===== config.mk =====
export PLATFORM = sky130hd
export DESIGN_NAME = xfer_master
export DESIGN_NICKNAME = d
export VERILOG_FILES = /design/src/shared/xfer_master_pkg.sv /design/src/hdl/xfer_master.sv
export SDC_FILE = /design/constraint.sdc
export NUM_CORES = 1
export LEC_CHECK = 0
export BUFFER_PORTS_ARGS = -buffer_cell sky130_fd_sc_hd__buf_4
export CAP_MARGIN = 20
export CELL_PAD_IN_SITES_DETAIL_PLACEMENT = 0
export CELL_PAD_IN_SITES_GLOBAL_PLACEMENT = 1
export CORE_MARGIN = 2
export CORE_UTILIZATION = 36
export CTS_CLUSTER_DIAMETER = 80
export CTS_CLUSTER_SIZE = 30
export DETAILED_ROUTE_END_ITERATION = 8
export PLACE_DENSITY_LB_ADDON = 0.08
export SYNTH_ARGS = -nofsm -noshare
export SYNTH_HDL_FRONTEND = slang
export SYNTH_SLANG_ARGS = --single-unit

===== constraint.sdc =====
create_clock -name ref_clk_i -period 6.6 [get_ports ref_clk_i]
set_input_delay 0.33 -clock ref_clk_i [delete_from_list [all_inputs] [get_ports ref_clk_i]]
set_output_delay 0.33 -clock ref_clk_i [all_outputs]
set_load 0.03 [all_outputs]

===== src/shared/xfer_master_pkg.sv =====
/*
  constants and types for the parallel backplane bus master: timing counts
  at a 250 MHz clock, bus widths, command kinds and master states.
  assumes the including design runs on one 4 ns clock.
*/
package xfer_master_pkg;

  localparam int CLK_PERIOD_NS     = 4;
  localparam int ADDR_W            = 16;
  localparam int DATA_W            = 16;
  localparam int IRQ_W             = 8;

  // --------------------------------------------------------------------
  // bus timing, printed figures and derived cycle counts
  // --------------------------------------------------------------------
  localparam int ADDR_SETUP_NS     = 50;
  localparam int ADDR_HOLD_NS      = 50;
  localparam int CMD_WIDTH_NS      = 100;
  localparam int ACK_RELEASE_NS    = 100;
  localparam int ACK_TIMEOUT_MS    = 10;
  localparam int SETUP_CYC   = (ADDR_SETUP_NS + CLK_PERIOD_NS - 1) / CLK_PERIOD_NS;
  localparam int HOLD_CYC    = (ADDR_HOLD_NS + CLK_PERIOD_NS - 1) / CLK_PERIOD_NS;
  localparam int CMD_CYC     = (CMD_WIDTH_NS + CLK_PERIOD_NS - 1) / CLK_PERIOD_NS;
  localparam int RELEASE_CYC = ACK_RELEASE_NS / CLK_PERIOD_NS;
  localparam int TIMEOUT_CYC = ACK_TIMEOUT_MS * 1000000 / CLK_PERIOD_NS;

  localparam int CNT_W             = 8;

  // --------------------------------------------------------------------
  // command kinds and states
  // --------------------------------------------------------------------
  typedef enum logic [1:0] {
    CMD_MEM_RD = 2'h0,
    CMD_MEM_WR = 2'h1,
    CMD_IO_RD  = 2'h2,
    CMD_IO_WR  = 2'h3
  } cmd_kind_t;

  typedef enum logic [4:0] {
    ST_IDLE  = 5'h01,
    ST_SETUP = 5'h02,
    ST_CMD   = 5'h04,
    ST_HOLD  = 5'h08,
    ST_DONE  = 5'h10
  } mst_state_t;

endpackage


===== src/hdl/xfer_master.sv =====
/*
  bus master for single read/write transfers on an active-low parallel
  backplane: drives address, data and four command strobes, waits for the
  slave acknowledge and returns read data through a two-entry buffer.
  assumes the slave side pins are asynchronous and wired open-collector or
  three-state by the surrounding testbench or pad ring.
*/
`timescale 1ns/1ns
module xfer_master
  import xfer_master_pkg::*;
#(
  parameter int TIMEOUT_CYCLES = TIMEOUT_CYC
) (
  // clock and reset
  input  wire logic              ref_clk_i,
  input  wire logic              rst_i,
  // user request side
  input  wire logic              req_valid_i,
  output logic                   req_ready_o,
  input  wire cmd_kind_t         req_kind_i,
  input  wire logic [ADDR_W-1:0] req_addr_i,
  input  wire logic [DATA_W-1:0] req_wdata_i,
  input  wire logic              req_byte_i,
  input  wire logic              timeout_en_i,
  // user answer side
  output logic                   rsp_valid_o,
  input  wire logic              rsp_ready_i,
  output logic [DATA_W-1:0]      rsp_rdata_o,
  output logic                   rsp_timeout_o,
  output logic                   rsp_early_o,
  // interrupt summary
  output logic                   irq_pending_o,
  output logic [2:0]             irq_top_o,
  // bus pins, active low except the active-high output enables
  output logic [ADDR_W-1:0]      addr_lines_n_o,
  output logic                   addr_lines_oe_o,
  input  wire logic [DATA_W-1:0] data_lines_n_i,
  output logic [DATA_W-1:0]      data_lines_n_o,
  output logic                   data_lines_oe_o,
  output logic                   mem_read_strobe_n_o,
  output logic                   mem_write_strobe_n_o,
  output logic                   port_read_strobe_n_o,
  output logic                   port_write_strobe_n_o,
  output logic                   cmd_oe_o,
  input  wire logic              transfer_ack_n_i,
  input  wire logic              early_ack_n_i,
  input  wire logic [IRQ_W-1:0]  irq_lines_n_i
);

  // ------------------------------------------------------------------
  // input synchronisers
  // ------------------------------------------------------------------
  logic             ack_s1_ff, ack_ff, eack_s1_ff, eack_ff;
  logic [DATA_W-1:0] dat_s1_ff, dat_ff;
  logic [IRQ_W-1:0] irq_s1_ff, irq_ff;

  always_ff @(posedge ref_clk_i or posedge rst_i) begin
    if (rst_i) begin
      ack_s1_ff  <= 1'b0;
      ack_ff     <= 1'b0;
      eack_s1_ff <= 1'b0;
      eack_ff    <= 1'b0;
      dat_s1_ff  <= '0;
      dat_ff     <= '0;
      irq_s1_ff  <= '0;
      irq_ff     <= '0;
    end else begin
      // inverted on entry so inside logic is active high
      ack_s1_ff  <= ~transfer_ack_n_i;
      ack_ff     <= ack_s1_ff;
      eack_s1_ff <= ~early_ack_n_i;
      eack_ff    <= eack_s1_ff;
      dat_s1_ff  <= ~data_lines_n_i;
      dat_ff     <= dat_s1_ff;
      irq_s1_ff  <= ~irq_lines_n_i;
      irq_ff     <= irq_s1_ff;
    end
  end

  // ------------------------------------------------------------------
  // interrupt priority, line 0 wins
  // ------------------------------------------------------------------
  logic [2:0] top;
  always_comb begin
    top = 3'h0;
    for (int i = IRQ_W - 1; i >= 0; i--) begin
      if (irq_ff[i]) begin
        top = 3'(i);
      end
    end
  end

  logic [2:0] irq_top_ff;
  logic       irq_pend_ff;
  always_ff @(posedge ref_clk_i or posedge rst_i) begin
    if (rst_i) begin
      irq_top_ff  <= 3'h0;
      irq_pend_ff <= 1'b0;
    end else begin
      irq_top_ff  <= top;
      irq_pend_ff <= |irq_ff;
    end
  end
  assign irq_top_o     = irq_top_ff;
  assign irq_pending_o = irq_pend_ff;

  // ------------------------------------------------------------------
  // transfer sequencer
  // ------------------------------------------------------------------
  mst_state_t        state_ff;
  logic [CNT_W-1:0]  cnt_ff;
  logic [31:0]       wait_ff;
  cmd_kind_t         kind_ff;
  logic [ADDR_W-1:0] addr_ff;
  logic [DATA_W-1:0] wdata_ff, rdata_ff;
  logic              tmo_ff, early_ff, buf_ready;
  logic              is_rd, is_wr, cmd_on, to_hit;

  assign is_rd  = (kind_ff == CMD_MEM_RD) || (kind_ff == CMD_IO_RD);
  assign is_wr  = ~is_rd;
  assign cmd_on = (state_ff == ST_CMD);
  assign to_hit = timeout_en_i && (wait_ff >= 32'(TIMEOUT_CYCLES));
  assign req_ready_o = (state_ff == ST_IDLE);

  always_ff @(posedge ref_clk_i or posedge rst_i) begin
    if (rst_i) begin
      state_ff <= ST_IDLE;
      cnt_ff   <= '0;
      wait_ff  <= '0;
      kind_ff  <= CMD_MEM_RD;
      addr_ff  <= '0;
      wdata_ff <= '0;
      rdata_ff <= '0;
      tmo_ff   <= 1'b0;
      early_ff <= 1'b0;
    end else begin
      unique case (state_ff)
        ST_IDLE: begin
          if (req_valid_i) begin
            kind_ff  <= req_kind_i;
            addr_ff  <= req_addr_i;
            wdata_ff <= req_byte_i ? {8'h00, req_wdata_i[7:0]} : req_wdata_i;
            cnt_ff   <= '0;
            tmo_ff   <= 1'b0;
            early_ff <= 1'b0;
            state_ff <= ST_SETUP;
          end
        end
        ST_SETUP: begin
          cnt_ff <= cnt_ff + 1'b1;
          if (cnt_ff == CNT_W'(SETUP_CYC - 1)) begin
            cnt_ff   <= '0;
            wait_ff  <= '0;
            state_ff <= ST_CMD;
          end
        end
        ST_CMD: begin
          if (cnt_ff != CNT_W'(CMD_CYC)) begin
            cnt_ff <= cnt_ff + 1'b1;
          end
          wait_ff <= wait_ff + 1'b1;
          if (eack_ff) begin
            early_ff <= 1'b1;
          end
          // finish on the real acknowledge or the timeout, and after min width
          if ((ack_ff || to_hit) && cnt_ff >= CNT_W'(CMD_CYC)) begin
            rdata_ff <= dat_ff;
            tmo_ff   <= ~ack_ff;
            cnt_ff   <= '0;
            state_ff <= ST_HOLD;
          end
        end
        ST_HOLD: begin
          cnt_ff <= cnt_ff + 1'b1;
          // wait out ack release too so the next strobe is clean
          if (cnt_ff >= CNT_W'(HOLD_CYC - 1) && !ack_ff) begin
            state_ff <= ST_DONE;
          end
        end
        ST_DONE: begin
          if (buf_ready) begin
            state_ff <= ST_IDLE;
          end
        end
        default: state_ff <= ST_IDLE;
      endcase
    end
  end

  // ------------------------------------------------------------------
  // bus drive, all pins registered
  // ------------------------------------------------------------------
  logic [ADDR_W-1:0] addr_n_ff;
  logic [DATA_W-1:0] data_n_ff;
  logic [3:0]        strb_n_ff;
  logic              addr_oe_ff, data_oe_ff;
  logic              drive;

  assign drive = (state_ff != ST_IDLE) && (state_ff != ST_DONE);

  always_ff @(posedge ref_clk_i or posedge rst_i) begin
    if (rst_i) begin
      addr_n_ff  <= '1;
      data_n_ff  <= '1;
      strb_n_ff  <= 4'hf;
      addr_oe_ff <= 1'b0;
      data_oe_ff <= 1'b0;
    end else begin
      addr_n_ff  <= ~addr_ff;
      data_n_ff  <= ~wdata_ff;
      addr_oe_ff <= drive;
      data_oe_ff <= drive && is_wr;
      strb_n_ff  <= 4'hf;
      // strobe stays until the same condition that ends the command state
      if (cmd_on && !((ack_ff || to_hit) && cnt_ff >= CNT_W'(CMD_CYC))) begin
        strb_n_ff[kind_ff] <= 1'b0;
      end
    end
  end

  assign addr_lines_n_o        = addr_n_ff;
  assign addr_lines_oe_o       = addr_oe_ff;
  assign data_lines_n_o        = data_n_ff;
  assign data_lines_oe_o       = data_oe_ff;
  assign mem_read_strobe_n_o   = strb_n_ff[CMD_MEM_RD];
  assign mem_write_strobe_n_o  = strb_n_ff[CMD_MEM_WR];
  assign port_read_strobe_n_o  = strb_n_ff[CMD_IO_RD];
  assign port_write_strobe_n_o = strb_n_ff[CMD_IO_WR];
  assign cmd_oe_o              = addr_oe_ff;

  // ------------------------------------------------------------------
  // two-entry answer buffer so a stalled consumer loses nothing
  // ------------------------------------------------------------------
  logic [DATA_W+1:0] buf_mem [2];
  logic              wr_ptr_ff, rd_ptr_ff;
  logic [1:0]        cnt2_ff;
  logic              push, pop;

  assign buf_ready = (cnt2_ff != 2'h2);
  assign push      = (state_ff == ST_DONE) && buf_ready;
  assign pop       = rsp_valid_o && rsp_ready_i;
  assign rsp_valid_o = (cnt2_ff != 2'h0);

  always_ff @(posedge ref_clk_i or posedge rst_i) begin
    if (rst_i) begin
      wr_ptr_ff  <= 1'b0;
      rd_ptr_ff  <= 1'b0;
      cnt2_ff    <= 2'h0;
      buf_mem[0] <= '0;
      buf_mem[1] <= '0;
    end else begin
      if (push) begin
        buf_mem[wr_ptr_ff] <= {early_ff, tmo_ff, is_rd ? rdata_ff : {DATA_W{1'b0}}};
        wr_ptr_ff <= ~wr_ptr_ff;
      end
      if (pop) begin
        rd_ptr_ff <= ~rd_ptr_ff;
      end
      cnt2_ff <= cnt2_ff + {1'b0, push} - {1'b0, pop};
    end
  end

  assign rsp_rdata_o   = buf_mem[rd_ptr_ff][DATA_W-1:0];
  assign rsp_timeout_o = buf_mem[rd_ptr_ff][DATA_W];
  assign rsp_early_o   = buf_mem[rd_ptr_ff][DATA_W+1];

  // ------------------------------------------------------------------
  // checks
  // ------------------------------------------------------------------
  logic [3:0] strb_on;
  assign strb_on = ~strb_n_ff;

  one_strobe_a: assert property (@(posedge ref_clk_i) disable iff (rst_i)
    $onehot0(strb_on)) else $error("more than one strobe");
  addr_setup_a: assert property (@(posedge ref_clk_i) disable iff (rst_i)
    $rose(|strb_on) |-> $past(addr_oe_ff, SETUP_CYC)) else $error("address setup short");
  strobe_width_a: assert property (@(posedge ref_clk_i) disable iff (rst_i)
    $rose(|strb_on) |-> (|strb_on)[*8]) else $error("strobe too narrow");
  addr_hold_a: assert property (@(posedge ref_clk_i) disable iff (rst_i)
    $fell(|strb_on) |-> addr_oe_ff[*8] ##1 addr_oe_ff[*5]) else $error("address hold short");
  wdata_hold_a: assert property (@(posedge ref_clk_i) disable iff (rst_i)
    $fell(|strb_on) && data_oe_ff |-> data_oe_ff[*8] ##1 data_oe_ff[*5])
    else $error("write data hold short");
  no_read_drive_a: assert property (@(posedge ref_clk_i) disable iff (rst_i)
    (strb_on[CMD_MEM_RD] || strb_on[CMD_IO_RD]) |-> !data_oe_ff)
    else $error("master drives data on read");
  done_cause_a: assert property (@(posedge ref_clk_i) disable iff (rst_i)
    state_ff == ST_CMD && to_hit && cnt_ff >= CNT_W'(CMD_CYC)
    |=> state_ff == ST_HOLD && strb_on == 4'h0) else $error("timeout did not end command");
  buf_bound_a: assert property (@(posedge ref_clk_i) disable iff (rst_i)
    cnt2_ff <= 2'h2 && !(cnt2_ff == 2'h2 && push)) else $error("buffer overflow");
  read_capture_a: assert property (@(posedge ref_clk_i) disable iff (rst_i)
    state_ff == ST_CMD ##1 state_ff == ST_HOLD && !tmo_ff |-> rdata_ff == $past(dat_ff))
    else $error("read data not captured at ack");

  rd_cov: cover property (@(posedge ref_clk_i) $fell(mem_read_strobe_n_o));
  wr_cov: cover property (@(posedge ref_clk_i) $fell(port_write_strobe_n_o));
  full_cov: cover property (@(posedge ref_clk_i) cnt2_ff == 2'h2);
  early_cov: cover property (@(posedge ref_clk_i) push && early_ff);

endmodule


==> impl_metrics.csv <==
group,metric,value,unit
die,io-pin-count,129,
global_routing,track_usage,14.6,%
global_routing,grt_pass1_vias,6064,
cts,cts_resized,0,
setup_path,worstPathRequired,6.98,ns
power_and_ir_drop,vdd_drop_max,0.306,mV
yosys,synth_fp_nets,845,
setup_path,endpoint,"rdata_ff[2]$_DFFE_PP0P_",
yosys,synth_cells,771,
yosys,synth_ff_type,"dfrtp_1",
layout,final_common_cell,"dfrtp_1",
cts,cts_sinks,231,
layout,fill_cells,2343,
cts,clockRootBuffer,"clkbuf_16",
route,drt_iter0_drc,332,
placed_design,dpl.hpwl,12900,microns
yosys,yosysTopAreaCell,"dfrtp_1",
yosys,synthTopCellsByArea,"dfrtp_1 53%, dfstp_2 11%, mux2_2 8.1%",
yosys,synth_top_family_by_area,"simple AND/OR/NAND/NOR gates",
yosys,netlist.area_leader.share,53.2,%
placed_design,place_congestion,0.782,
yosys,synth-xor-area-share,2.68,%
power_and_ir_drop,leakage,5.27,nW
sta,slew_headroom,27.5,%
cts,h-tree-depth,1,
global_routing,antenna_found_initial,0,
yosys,synth_edf_count,0,
yosys,synth_fa_ha_area_share,1.10,%
sta,hold_viol_final,0,
global_routing,grt_pass1_wl,31200,microns
sta,fin_tns_setup,0,ns
layout,finish.net_count,995,
setup_path,reg2reg_depth,8,
die,die_y,163,microns
setup_path,cp_max_fo,17,
die,core,25000,sq um
yosys,synth_compound_area_share,6.27,%
layout,final_cell_mix,"194 x dfrtp_1, 130 x buf_4, 81 x nand2_1",
hold_path,min_path_type,"input port to flip-flop",
die,die_w,163,microns
outcome,status,"finished, final reports clean",
setup_path,critPathLaunch,"cnt_ff[1]$_DFFE_PP0P_",
setup_path,start_kind,"flip-flop",
power_and_ir_drop,power_density,357,nW/um^2
cts,clk_latency,0.50,ns
yosys,ys_seq_elements,231,
placed_design,io_buffers,128,
route,firstDrtPassIters,4,
yosys,yosysUniqueCellTypes,56,
setup_path,worst-setup-path-type,"flip-flop to flip-flop",
cts,cts_buffers,14,
route,wl_per_cell,15.1,microns
route,routed_wirelength,19000,microns
setup_path,timing.rr.end,"rdata_ff[2]$_DFFE_PP0P_",
yosys,netlist_area,9130,sq um
setup_path,r2r-start,"cnt_ff[1]$_DFFE_PP0P_",
sta,setup_viol,0,
sta,period_minus_slack,2.79,ns
power_and_ir_drop,power,4.01,mW
cts,cts_setup_buffers,0,
yosys,yosysSeqAreaShare,63.8,%
sta,rsz0062_at_grt,"no",
setup_path,crit_path_end_kind,"flip-flop",
yosys,yosys.area_share.simple,13.7,%
layout,antenna_cells,0,
cts,clk_pin_slew,0.11,ns
sta,finalCritPeriodShare,42.3,%
sta,clock.fmax,358,MHz
route,postRouteAntennaNets,0,
route,vias,5911,
yosys,synthMuxAreaShare,8.14,%
global_routing,grt_max_degree,198,
route,drc,0,
yosys,async_flop_share,100,%
setup_path,ff2ff_setup_slack,3.81,ns
die,die-area,26700,sq um
cts,clock_path_buffers,3,
yosys,yosysWarnings,0,
layout,drive_gt1_share,29.3,%
cts,cts_tree,"done",
layout,final_core_util,44.9,%
route,viasPerCell,4.69,
die,rows,58,
sta,slew_violations,0,
global_routing,grt_overflow,0,
sta,clock_skew,0.0220,ns
sta,worst_pin_slew,1.09,ns
die,start_util,36.5,%
flow_run,cap_viol_max_count,0,
layout,area_growth,23.1,%
sta,fin_hold_ws,0.0403,ns
yosys,syn_area_per_cell,11.8,sq um
setup_path,crit_arrival,3.17,ns
routing by layer:
layer | wire length [microns] | part of all wire [%] | up-vias | GRT usage (%)
met3 | 1410 | 7.4 | 21 | 4.55
li1 | - | - | 2861 | -
met4 | 301 | 1.6 | 0 | 3.26
met5 | 0 | 0 | - | 0
met1 | 8610 | 45 | 2893 | 19.7
met2 | 8650 | 46 | 136 | 23.1
metrics by stage:
step,std cells,worst slack [ns],cell area [sq um]
final,1259,3.81,11200
after global routing,1259,3.50,11200
after CTS,1257,3.77,11200
after detailed placement,1206,3.80,10400
after global placement,1206,3.86,10400
after floorplan,771,3.28,9140
report_power, final:
part           internal [mW]  total (mW)  switching (mW)  leakage (nW)
Combinational          0.446        1.00           0.554          2.13
Sequential              1.78        1.98           0.201          2.89
Clock                  0.490        1.03           0.538         0.248
Total                   2.72        4.01            1.29          5.27
how the worst min path moves through the flow:
| stage | cells after the start | from | slack, ns | endpoint |
|---|---|---|---|---|
| 6_report | 2 | req_valid_i | 0.04 | state_ff[0]$_DFFE_PP1P_ |
| 5_1_grt | 2 | req_addr_i[14] | 0.01 | addr_ff[14]$_DFFE_PP0P_ |
| 4_1_cts | 2 | req_valid_i | 0.02 | state_ff[0]$_DFFE_PP1P_ |
| 3_5_place_dp | 0 | dat_s1_ff[1]$_DFF_PP0_ | 0.33 | dat_ff[1]$_DFF_PP0_ |
| 3_3_place_gp | 0 | dat_s1_ff[11]$_DFF_PP0_ | 0.33 | dat_ff[11]$_DFF_PP0_ |
| 2_1_floorplan | 0 | ack_s1_ff$_DFF_PP0_ | 0.33 | ack_ff$_DFF_PP0_ |
what timing repair did:
action                                 CTS  global route
hold buffers                            27             0
endpoints found under the hold margin   43             0
setup endpoints to repair                0             0
cells by family after synthesis:
logic type | count (synthesis)
AND/OR/NAND/NOR | 247
multiplexers | 66
AO/OA/AOI/OAI | 92
XOR/XNOR | 28
adder cells (fa/ha/maj) | 8
buffers and inverters | 99
flip-flops | 231
worst max-delay path, stage by stage, from the launching register on:
cell and delay, ns:
dfrtp_1 0.43, inv_1 0.10, ha_1 0.20, or3b_2 0.47, a31oi_1 0.23, nor2_1 0.12, o211ai_1 0.14, nand2_1 0.52
mux2_2 0.46
cell usage after synthesis (3+ instances only):
master,instances
nor2b_1,8
o211ai_1,4
mux2_2,66
xnor2_1,8
buf_4,3
nand2_1,82
dfrtp_1,194
nor2_1,46
o21bai_1,5
or3_1,7
inv_1,73
nor3_1,10
clkbuf_1,17
nand4_1,16
and2_1,6
a21oi_1,6
dfstp_2,37
o21ai_0,56
ha_1,8
nor4_1,9
xor2_1,20
buf_1,3
nand2b_1,30
nand3_1,14
layout make-up:
type / instances / area, sq um / share of cell area (%)
repair buffers: 160 / 1290 / 11.5
clock inverters: 9 / 139 / 1.24
multi-input cells: 441 / 2920 / 25.9
flip-flops and latches: 231 / 5830 / 51.8
clock buffers: 15 / 375 / 3.34
well taps: 330 / 413 / 3.67
inverters: 73 / 278 / 2.47
state kept, by name, summed over array words and instances (netlist names), 2 cells and up:
register	flops
addr_ff	16
addr_lines_n_o	16
buf_mem	36
cnt2_ff	2
cnt_ff	8
dat_ff	16
dat_s1_ff	16
data_lines_n_o	16
irq_ff	8
irq_s1_ff	8
irq_top_o	3
kind_ff	2
rdata_ff	16
state_ff	5
strb_n_ff	4
wait_ff	32
wdata_ff	16
No activity file was read; power rests on OpenSTA's default activity.
